### config.mk
export PLATFORM = sky130hd
export DESIGN_NAME = pgt_timer
export DESIGN_NICKNAME = d
export VERILOG_FILES = /design/src/pgt_pkg.sv /design/src/pgt_timer.sv /design/src/pgt_tick_gen.sv /design/src/pgt_debounce.sv
export VERILOG_INCLUDE_DIRS = /design/src /design/src/src
export SDC_FILE = /design/constraint.sdc
export NUM_CORES = 1
export LEC_CHECK = 0
export ABC_AREA = 1
export BUFFER_PORTS_ARGS = -buffer_cell sky130_fd_sc_hd__buf_2
export CAP_MARGIN = 30
export CELL_PAD_IN_SITES_DETAIL_PLACEMENT = 1
export CELL_PAD_IN_SITES_GLOBAL_PLACEMENT = 2
export CORE_MARGIN = 3
export CORE_UTILIZATION = 38
export CTS_CLUSTER_SIZE = 14
export DETAILED_ROUTE_END_ITERATION = 6
export GPL_TIMING_DRIVEN = 0
export MAX_ROUTING_LAYER = met4
export PLACE_DENSITY_LB_ADDON = 0.1
export SYNTH_ARGS = -nofsm -noshare
export SYNTH_HDL_FRONTEND = slang
export SYNTH_SLANG_ARGS = --single-unit
### constraint.sdc
create_clock -name core_clk -period 4.5 [get_ports core_clk]
set_clock_uncertainty 0.05 [all_clocks]
set_input_delay 0.9 -clock core_clk [delete_from_list [all_inputs] [get_ports core_clk]]
set_output_delay 0.9 -clock core_clk [all_outputs]
set_load 0.05 [all_outputs]
### src/pgt_params.svh
`ifndef PGT_PARAMS_SVH
`define PGT_PARAMS_SVH

// time base: one ms tick divided down from the core clock
`define PGT_TICK_MS          1
// interval code is in 100 ms units: 1 .. 72000
`define PGT_CODE_UNIT_MS     100
`define PGT_CODE_MIN         1
`define PGT_CODE_MAX         72000
`define PGT_OFF_GUARD_MS     50
`define PGT_READ_TYP_MS      100
`define PGT_READ_MAX_MS      120
`define PGT_MANUAL_VALID_MS  20
`define PGT_MANUAL_OBS_MS    30
`define PGT_MANUAL_LAT_MS    10
`define PGT_DEBOUNCE_MS      20
`define PGT_DONE_MIN_NS      100
`define PGT_CLK_HZ           40000000
`define PGT_CLK_NS           25

`endif

### src/pgt_pkg.sv
package pgt_pkg;
  typedef enum logic [2:0] {
    ST_READ,
    ST_IDLE,
    ST_ON,
    ST_GUARD,
    ST_MANUAL,
    ST_WAITREL
  } pgt_state_t;

  typedef struct packed {
    logic [16:0] code;
    logic        valid;
  } pgt_interval_t;
endpackage

### src/pgt_timer.sv
`include "pgt_params.svh"

// Functional notes
// - intervals 100 ms to 7200 s between successive gate falling edges
// - mode high: timer mode, gate low at each interval start
// - gate output is active low; low turns the MOSFET on
// - without done, low pulse lasts interval minus 50 ms
// - gate idles high during reading; the first pulse starts as reading ends
// - each low pulse launches when an interval begins
// - only a rising edge on done counts as a done event
// - only the first done per interval acts; later ones ignored
// - accepted done drives gate high at once
// - interval measured once after reset, never repeated
// - measurement phase typically 100 ms, at most 120 ms
// - after reading, enter timer or one-shot mode from static mode pin
// - mode low: exactly one low pulse after start-up
// - in one-shot, each valid manual event gives one more pulse
// - manual high during reset or reading aborts and restarts reading
// - manual valid only if high at least 20 ms within 30 ms
// - manual input debounced on both edges
// - after valid manual, gate low within 10 ms for interval minus 50 ms
// - manual clears counters; they resume once pin returns low
// - while manual held high, gate stays low and done is ignored
// - manual ignored while gate already low
// - pin read as manual only after the reading ends
module pgt_timer #(
  parameter int unsigned CLK_HZ   = `PGT_CLK_HZ,  // core clock rate
  parameter int unsigned TICK_CYC = CLK_HZ / 1000 // cycles per ms tick
) (
  input  wire logic               core_clk,            // 40 MHz clock
  input  wire logic               resetn,              // async reset, active low
  input  wire logic               mode_select,         // high timer, low one-shot
  input  wire logic               done,                // done pin
  input  wire logic               interval_set_manual_on, // shared pin, digital view
  input  wire pgt_pkg::pgt_interval_t digitised,       // digitiser code and strobe
  output logic                    readActive,          // analog reading in progress
  output logic                    readRestart,         // high while pin high during reading: restart digitiser
  output logic                    gate_drive_n         // MOSFET gate, active low
);
  localparam logic [31:0] GUARD_TK = 32'(`PGT_OFF_GUARD_MS / `PGT_TICK_MS);
  localparam logic [31:0] READ_MAX_TK = 32'(`PGT_READ_MAX_MS / `PGT_TICK_MS);
  localparam logic [31:0] OBS_TK = 32'(`PGT_MANUAL_OBS_MS / `PGT_TICK_MS);
  localparam logic [31:0] VALID_TK = 32'(`PGT_MANUAL_VALID_MS / `PGT_TICK_MS);

  function automatic logic [31:0] code_to_ticks(input logic [16:0] c);
    logic [16:0] k;
    k = (c < 17'(`PGT_CODE_MIN)) ? 17'(`PGT_CODE_MIN) :
        (c > 17'(`PGT_CODE_MAX)) ? 17'(`PGT_CODE_MAX) : c;
    code_to_ticks = 32'(k) * 32'(`PGT_CODE_UNIT_MS / `PGT_TICK_MS);
  endfunction

  pgt_pkg::pgt_state_t state;
  logic        tick;
  logic        doneS1, doneS2, donePrev;
  logic        pinS1, pinS2;
  logic        modeS1, modeS2;
  logic        manualLevel, manualPrev;
  logic [31:0] period;
  logic [31:0] elapsed;
  logic [31:0] readTimer;
  logic [31:0] obsTimer, highTimer;
  logic        doneTaken;
  logic        doneEdge, manualRise, manualValid;
  logic        pinForManual;

  pgt_tick_gen #(.TICK_CYCLES(TICK_CYC)) u_tick (
    .core_clk (core_clk),
    .resetn   (resetn),
    .tick     (tick)
  );

  // pin and done arrive asynchronously
  // done chain resets high: a done strapped high must not look like an edge
  always_ff @(posedge core_clk or negedge resetn) begin
    if (!resetn) begin
      doneS1   <= 1'b1;
      doneS2   <= 1'b1;
      donePrev <= 1'b1;
      pinS1    <= 1'b0;
      pinS2    <= 1'b0;
      modeS1   <= 1'b0;
      modeS2   <= 1'b0;
    end else begin
      doneS1   <= done;
      doneS2   <= doneS1;
      donePrev <= doneS2;
      pinS1    <= interval_set_manual_on;
      pinS2    <= pinS1;
      modeS1   <= mode_select;
      modeS2   <= modeS1;
    end
  end

  assign doneEdge = doneS2 && !donePrev;

  // during reading the pin is analog; only a strong high is seen here
  assign pinForManual = pinS2;

  pgt_debounce #(.HOLD_TICKS(`PGT_DEBOUNCE_MS / `PGT_TICK_MS)) u_deb (
    .core_clk (core_clk),
    .resetn   (resetn),
    .tick     (tick),
    .rawIn    (pinForManual),
    .level    (manualLevel)
  );

  // validity window: counts pin-high ticks per 30 ms; manualValid checks it only as highTimer <= OBS_TK
  always_ff @(posedge core_clk or negedge resetn) begin
    if (!resetn) begin
      obsTimer  <= 32'h0;
      highTimer <= 32'h0;
    end else if (!pinS2 && obsTimer == 32'h0) begin
      highTimer <= 32'h0;
    end else if (tick) begin
      if (obsTimer >= OBS_TK - 32'h1) begin
        obsTimer  <= 32'h0;
        highTimer <= 32'h0;
      end else begin
        obsTimer  <= obsTimer + 32'h1;
        highTimer <= highTimer + (pinS2 ? 32'h1 : 32'h0);
      end
    end
  end

  always_ff @(posedge core_clk or negedge resetn) begin
    if (!resetn) begin
      manualPrev <= 1'b0;
    end else begin
      manualPrev <= manualLevel;
    end
  end

  assign manualRise  = manualLevel && !manualPrev;
  // debounce hold equals the 20 ms minimum, observed inside 30 ms
  assign manualValid = manualRise && (highTimer <= OBS_TK) &&
                       (state != pgt_pkg::ST_READ);

  assign readActive = (state == pgt_pkg::ST_READ);

  // abort while pin high; digitiser restarts on release
  always_ff @(posedge core_clk or negedge resetn) begin
    if (!resetn) begin
      readTimer   <= 32'h0;
      readRestart <= 1'b0;
    end else if (state == pgt_pkg::ST_READ && pinS2) begin
      readTimer   <= 32'h0;
      readRestart <= 1'b1;
    end else begin
      readRestart <= 1'b0;
      if (state == pgt_pkg::ST_READ && tick && readTimer < READ_MAX_TK) begin
        readTimer <= readTimer + 32'h1;
      end
    end
  end

  // period fixed once; a missing strobe by 120 ms keeps the minimum code, 100 ms
  always_ff @(posedge core_clk or negedge resetn) begin
    if (!resetn) begin
      period <= code_to_ticks(17'(`PGT_CODE_MIN));
    end else if (state == pgt_pkg::ST_READ && !pinS2 && digitised.valid) begin
      period <= code_to_ticks(digitised.code);
    end
  end

  always_ff @(posedge core_clk or negedge resetn) begin
    if (!resetn) begin
      state     <= pgt_pkg::ST_READ;
      elapsed   <= 32'h0;
      doneTaken <= 1'b0;
    end else begin
      unique case (state)
        pgt_pkg::ST_READ: begin
          if (!pinS2 && (digitised.valid || readTimer >= READ_MAX_TK)) begin
            elapsed   <= 32'h0;
            doneTaken <= 1'b0;
            state     <= pgt_pkg::ST_ON;
          end
        end
        pgt_pkg::ST_IDLE: begin
          if (manualValid) begin
            state <= pgt_pkg::ST_MANUAL;
          end
        end
        pgt_pkg::ST_ON: begin
          if (tick) begin
            elapsed <= elapsed + 32'h1;
          end
          if (doneEdge && !doneTaken) begin
            doneTaken <= 1'b1;
            state     <= pgt_pkg::ST_GUARD;
          end else if (tick && elapsed + 32'h1 >= period - GUARD_TK) begin
            state <= pgt_pkg::ST_GUARD;
          end
        end
        pgt_pkg::ST_GUARD: begin
          if (manualValid) begin
            state <= pgt_pkg::ST_MANUAL;
          end else if (tick) begin
            if (elapsed + 32'h1 >= period) begin
              elapsed   <= 32'h0;
              doneTaken <= 1'b0;
              state     <= modeS2 ? pgt_pkg::ST_ON
                                       : pgt_pkg::ST_IDLE;
            end else begin
              elapsed <= elapsed + 32'h1;
            end
          end
        end
        pgt_pkg::ST_MANUAL: begin
          elapsed   <= 32'h0;
          doneTaken <= 1'b0;
          state     <= pgt_pkg::ST_WAITREL;
        end
        pgt_pkg::ST_WAITREL: begin
          // counters held clear and done ignored while pin high
          elapsed   <= 32'h0;
          doneTaken <= 1'b0;
          if (!manualLevel) begin
            state <= pgt_pkg::ST_ON;
          end
        end
        default: state <= pgt_pkg::ST_READ;
      endcase
    end
  end

  // manual request in ST_ON is never looked at
  always_ff @(posedge core_clk or negedge resetn) begin
    if (!resetn) begin
      gate_drive_n <= 1'b1;
    end else begin
      gate_drive_n <= !(state == pgt_pkg::ST_ON || state == pgt_pkg::ST_MANUAL ||
                        state == pgt_pkg::ST_WAITREL);
    end
  end
endmodule

### src/pgt_tick_gen.sv
`include "pgt_params.svh"

module pgt_tick_gen #(
  parameter int unsigned TICK_CYCLES = (`PGT_CLK_HZ / 1000) * `PGT_TICK_MS
) (
  input  wire logic core_clk, // system clock
  input  wire logic resetn,   // async reset, active low
  output logic      tick      // one-cycle pulse per ms
);
  logic [31:0] count;

  always_ff @(posedge core_clk or negedge resetn) begin
    if (!resetn) begin
      count <= 32'h0;
      tick  <= 1'b0;
    end else if (count >= TICK_CYCLES - 1) begin
      count <= 32'h0;
      tick  <= 1'b1;
    end else begin
      count <= count + 32'h1;
      tick  <= 1'b0;
    end
  end
endmodule

### src/pgt_debounce.sv
`include "pgt_params.svh"

module pgt_debounce #(
  parameter int unsigned HOLD_TICKS = `PGT_DEBOUNCE_MS / `PGT_TICK_MS
) (
  input  wire logic core_clk, // system clock
  input  wire logic resetn,   // async reset, active low
  input  wire logic tick,     // ms tick
  input  wire logic rawIn,    // synchronised pin level
  output logic      level     // debounced level
);
  logic [7:0] stable;

  // both edges must hold for the full count; glitches restart it
  always_ff @(posedge core_clk or negedge resetn) begin
    if (!resetn) begin
      stable <= 8'h00;
      level  <= 1'b0;
    end else if (rawIn == level) begin
      stable <= 8'h00;
    end else if (tick) begin
      if (stable >= 8'(HOLD_TICKS - 1)) begin
        level  <= rawIn;
        stable <= 8'h00;
      end else begin
        stable <= stable + 8'h01;
      end
    end
  end
endmodule

==> impl_metrics.json, run 1 <==
{
  "layout_common_cells": "nand2_1 (342), inv_1 (277), dfrtp_1 (199), nor2_1 (191), ha_1 (103)",
  "grt_pass1_wl_mm": 58.3,
  "rsz0062_at_grt": "yes",
  "io_buffers": 25,
  "fp.dieArea_um2": 37000,
  "syn-cell-area_um2": 13200,
  "yosysUniqueCellTypes": 48,
  "drive_above_1_share_pct": 11.6,
  "cp-startpoint": "digitised[4]",
  "synth-warning-count": 0,
  "die_w_um": 192,
  "cp_max_fo": 8,
  "power.leakage_nw": 7.71,
  "status": "completed",
  "clk_latency_ns": 0.55,
  "max_freq_mhz": 227,
  "power_density_nw_per_um2": 457,
  "hold_violations": 0,
  "seq_area_frac_synth_pct": 39.1,
  "grt_max_degree": 121,
  "r2r-end": "state[1]",
  "synthFlopType": "dfrtp_1",
  "cts.reportedPaths.clkPinSlew_ns": 0.05,
  "cts_buffers": 26,
  "syn_to_final_growth_pct": 18.0,
  "die_y_um": 192,
  "pre_cts_slack_ns": -0.801,
  "cap_violations": 0,
  "cts_tree": "done",
  "final_core_util_pct": 46.0,
  "fin_nets": 1951,
  "hp-class": "in -> async",
  "ioPinCount": 26,
  "drc": 0,
  "fin_ws_ns": 0.0927,
  "required_ns": 4.87,
  "tightest_slew_ns": 0.751,
  "clock_path_buffers": 3,
  "relSlewSlack_pct": 49.9,
  "routed_via_density": 4.95,
  "htree_levels": 1,
  "wl_mm": 34.5,
  "cts_sinks": 206,
  "finalCriticalPeriod_ns": 4.41,
  "ff2ff_setup_slack_ns": 0.44,
  "cp_slowest_cell": "fa_1",
  "rr_worst_depth": 25,
  "rows": 67,
  "gr-usage-all-layers_pct": 19.5,
  "drt_iter0_drc": 396,
  "cpLargestDelayFamily": "simple AND/OR/NAND/NOR gates",
  "path_buf_inv": 6,
  "setup_viol": 0,
  "critPathKind": "in -> reg",
  "cts_root_buffer": "clkbuf_16",
  "diodes": 0,
  "overflow": 0,
  "ir_drop_uv": 329,
  "final_common_cell": "nand2_1",
  "crit_path_end_kind": "register",
  "netlist_instances": 1710,
  "crit_path_frequent_cell": "nand2_1",
  "arrival_ns": 4.78,
  "r2r-start": "period[3]",
  "ant_nets": 0,
  "start_kind": "input pin",
  "avgSynthCellArea_um2": 7.72,
  "drt_pass1_iterations": 4,
  "gp_congestion": 0.844,
  "coreArea_um2": 33900,
  "grt_pass1_vias": 12000,
  "synth_edf_count": 0,
  "slowest_delay_ns": 0.49,
  "async_flop_share_pct": 100,
  "antenna_found_initial": 0,
  "period_share_pct": 97.9,
  "start_util_pct": 39.0,
  "wl_per_cell_um": 15.2,
  "slew_violations": 0,
  "hpwl_mm": 26.1,
  "holdWs_ns": 0.289,
  "ys_seq_elements": 206,
  "vias": 11200
}
state kept, by name (all words and copies together) (netlist names), 3 cells and up:
signal / count
period: 22
elapsed: 32
u_tick.count: 32
readTimer: 32
highTimer: 32
obsTimer: 32
state: 3
u_deb.stable: 8
where the power goes:
group          switching [mW]  internal [mW]
Combinational            1.71          0.903
Sequential              0.189           2.07
Clock                   0.848           1.40
stage by stage:
step	TNS (ns)	cell area, um^2	total power [mW]	std cells
2_1_floorplan	-0.0241	13300	3.94	1725
3_3_place_gp	-253.27	14000	4.60	2198
3_5_place_dp	-8.56	14000	4.68	2199
4_1_cts	-0.164	15000	6.98	2248
5_1_grt	-0.779	15600	7.70	2267
6_report	0	15600	7.12	2267
worst max path at each step:
stage                         to  slack, ns  depth (start not counted)
floorplan             period[21]      -0.02                         28
global placement    obsTimer[20]      -1.26                          1
detailed placement    period[21]      -0.80                         29
CTS                   period[16]      -0.05                         23
global route          period[21]      -0.14                         28
finish                period[21]       0.09                         29
synthesized netlist by cell type (all sizes together) (8+ instances only):
library cell	n	area, um^2
a21oi	69	345
buf	8	55.1
clkbuf	21	78.8
dfrtp	199	4980
fa	12	240
ha	117	1460
inv	293	1100
nand2	355	1350
nand3	108	556
nand4	36	231
nor2	213	832
nor3	43	230
nor4	16	100
o21ai	74	370
o22ai	17	106
o31ai	12	90.1
xnor2	13	114
xor2	50	438
cells by family after synthesis:
kind of cell             share of synthesized area (%)
XOR/XNOR                                          4.18
flip-flops                                        39.1
other                                           0.0284
buffers and inverters                             9.37
adder cells (fa/ha/maj)                           12.9
AND/OR/NAND/NOR                                   26.0
AO/OA/AOI/OAI                                     8.42
layer usage:
| metal | wire [um] | share of wire (%) | track usage, % | vias to the layer above |
|---|---|---|---|---|
| li1 | - | - | - | 5673 |
| met1 | 16300 | 47 | 25.7 | 5432 |
| met2 | 16800 | 49 | 33.4 | 66 |
| met3 | 794 | 2.3 | 2.02 | 45 |
| met4 | 556 | 1.6 | 3.22 | 0 |
| met5 | 0 | 0 | - | - |
what timing repair did:
action,in CTS,in global routing
pin swaps,1,35
gates resized for setup,4,104
hold buffers,0,0
endpoints found under the hold margin,0,0
endpoints found under the setup margin,12,14
buffers inserted,1,19
cell type report:
cell class,instances,area [um^2]
buffer,29,134
inverter,294,1120
fill,4163,18300
sequential,206,5160
timing repair buffer,46,329
clock inverter,13,203
clock buffer,35,744
multi-input combinational,1196,7330
tap,448,561
No activity file was read; power rests on OpenSTA's default activity.
==> inputs of run 2 (changes only) <==
--- a/config.mk
+++ b/config.mk
@@ -16,7 +16,6 @@
 export CTS_CLUSTER_SIZE = 14
 export DETAILED_ROUTE_END_ITERATION = 6
 export GPL_TIMING_DRIVEN = 0
-export MAX_ROUTING_LAYER = met4
 export PLACE_DENSITY_LB_ADDON = 0.1
 export SYNTH_ARGS = -nofsm -noshare
 export SYNTH_HDL_FRONTEND = slang
==> run 2 against run 1 <==
Against the previous run: die area unchanged; cell count did not move; non-clock buffer count unchanged; sequential share of layout area stayed put; count of clock-buffer cells in the layout did not move; combinational power is essentially flat; register-to-register slack gained 0.02 ns; setup slack better by 0.0068 ns; fmax is 0.16% higher; critical path depth did not move.
==> impl_metrics.json, run 2 (synthesis gave the netlist of run 1 again) <==
{
  "ir_drop_uv": 328,
  "htree_levels": 1,
  "slowest_delay_ns": 0.49,
  "power_density_nw_per_um2": 457,
  "vias": 11200,
  "cap_violations": 0,
  "dp_cells": 2199,
  "clk_latency_ns": 0.55,
  "grt_pass1_vias": 12000,
  "cp_max_fo": 8,
  "antenna_found_initial": 0,
  "status": "completed",
  "tightest_slew_ns": 0.750,
  "drive_above_1_share_pct": 11.6,
  "ant_nets": 0,
  "drc": 0,
  "hold_buffers": 0,
  "cts.reportedPaths.clkPinSlew_ns": 0.05,
  "finalSetupTns_ns": 0,
  "required_ns": 4.87,
  "hp-class": "in -> async",
  "io_buffers": 25,
  "drt_pass1_iterations": 6,
  "crit_path_frequent_cell": "nand2_1",
  "crit_path_end_kind": "register",
  "die_w_um": 192,
  "rr_worst_depth": 25,
  "setup_viol": 0,
  "cts_buffers": 26,
  "wl_per_cell_um": 15.2,
  "cts_root_buffer": "clkbuf_16",
  "design_area_um2": 15600,
  "start_util_pct": 39.0,
  "arrival_ns": 4.77,
  "fp.dieArea_um2": 37000,
  "clock_path_buffers": 3,
  "grt_pass1_wl_mm": 58.3,
  "cp_slowest_cell": "fa_1",
  "power.leakage_nw": 7.71,
  "fin_nets": 1951,
  "finalCriticalPeriod_ns": 4.40,
  "grt_max_degree": 121,
  "overflow": 0,
  "cts_tree": "done",
  "hpwl_mm": 26.1,
  "cts_sinks": 206,
  "ioPinCount": 26,
  "layout_common_cells": "nand2_1 (342), inv_1 (277), dfrtp_1 (199), nor2_1 (191), ha_1 (103)",
  "gp_congestion": 0.831,
  "rows": 67,
  "final_cells": 2267,
  "finalPower_mw": 7.12,
  "period_share_pct": 97.8,
  "wl_mm": 34.5,
  "die_y_um": 192,
  "relSlewSlack_pct": 50.0,
  "routed_via_density": 4.95,
  "drt_iter0_drc": 420,
  "rsz0062_at_grt": "yes",
  "diodes": 0,
  "critPathKind": "in -> reg",
  "gr-usage-all-layers_pct": 19.0,
  "start_kind": "input pin",
  "hold_violations": 0,
  "coreArea_um2": 33900,
  "slew_violations": 0,
  "syn_to_final_growth_pct": 18.0,
  "holdWs_ns": 0.291,
  "max_freq_mhz": 227,
  "placed_area_um2": 14000,
  "final_common_cell": "nand2_1"
}
==> run 2: cell counts in the layout (fill, tap and decap cells not counted) <==
No cell type changed its count.
==> run 2: cell type report <==
cell class                 count  area, um^2
timing repair buffer          46         329
clock inverter                13         203
tap                          448         561
fill                        4163       18300
sequential                   206        5160
inverter                     294        1120
clock buffer                  35         744
multi-input combinational   1196        7330
buffer                        29         134
==> run 2: critical path: cells and delay by family <==
kind	cells	cell delay [ns]
AO/OA/AOI/OAI	2	0.33
adder cells (fa/ha/maj)	4	1.25
buffers and inverters	6	0.52
AND/OR/NAND/NOR	17	1.79
==> run 2: metal layers <==
metal | up-vias | wire length [um] | global-route usage (%)
li1 | 5672 | - | -
met4 | 0 | 559 | 3.22
met1 | 5445 | 16300 | 25.8
met2 | 73 | 16900 | 33.3
met3 | 42 | 725 | 2.02
met5 | - | 0 | 0
==> run 2: per-stage QoR <==
step,utilization [%],setup WS [ns]
6_report,46.0,0.0996
5_1_grt,46.0,-0.140
4_1_cts,44.2,-0.0521
3_5_place_dp,41.3,-0.801
3_3_place_gp,41.2,-1.26
2_1_floorplan,-,-0.0241
==> run 2: path summary, 6_finish.rpt <==
check / from / slack (ns) / to
min in group core_clk: doneS1 / 0.32 / doneS2
hold reg to reg: doneS1 / 0.32 / doneS2
hold / removal: resetn / 0.29 / period[23]
max in group asynchronous: resetn / 3.01 / highTimer[31]
setup / recovery: digitised[4] / 0.1 / period[21]
setup reg to reg: period[3] / 0.46 / state[1]
==> run 2: report_power, final <==
part           leakage (nW)  total (mW)  internal, mW  switching (mW)
combinational          4.51        2.62         0.903            1.71
sequential             2.75        2.26          2.07           0.189
clock                 0.460        2.25          1.40           0.847
==> run 2: what timing repair did <==
item                       in CTS  in global routing
pin swaps                       1                 35
gates resized for setup         4                104
buffers inserted                1                 19
setup endpoints to repair      12                 14
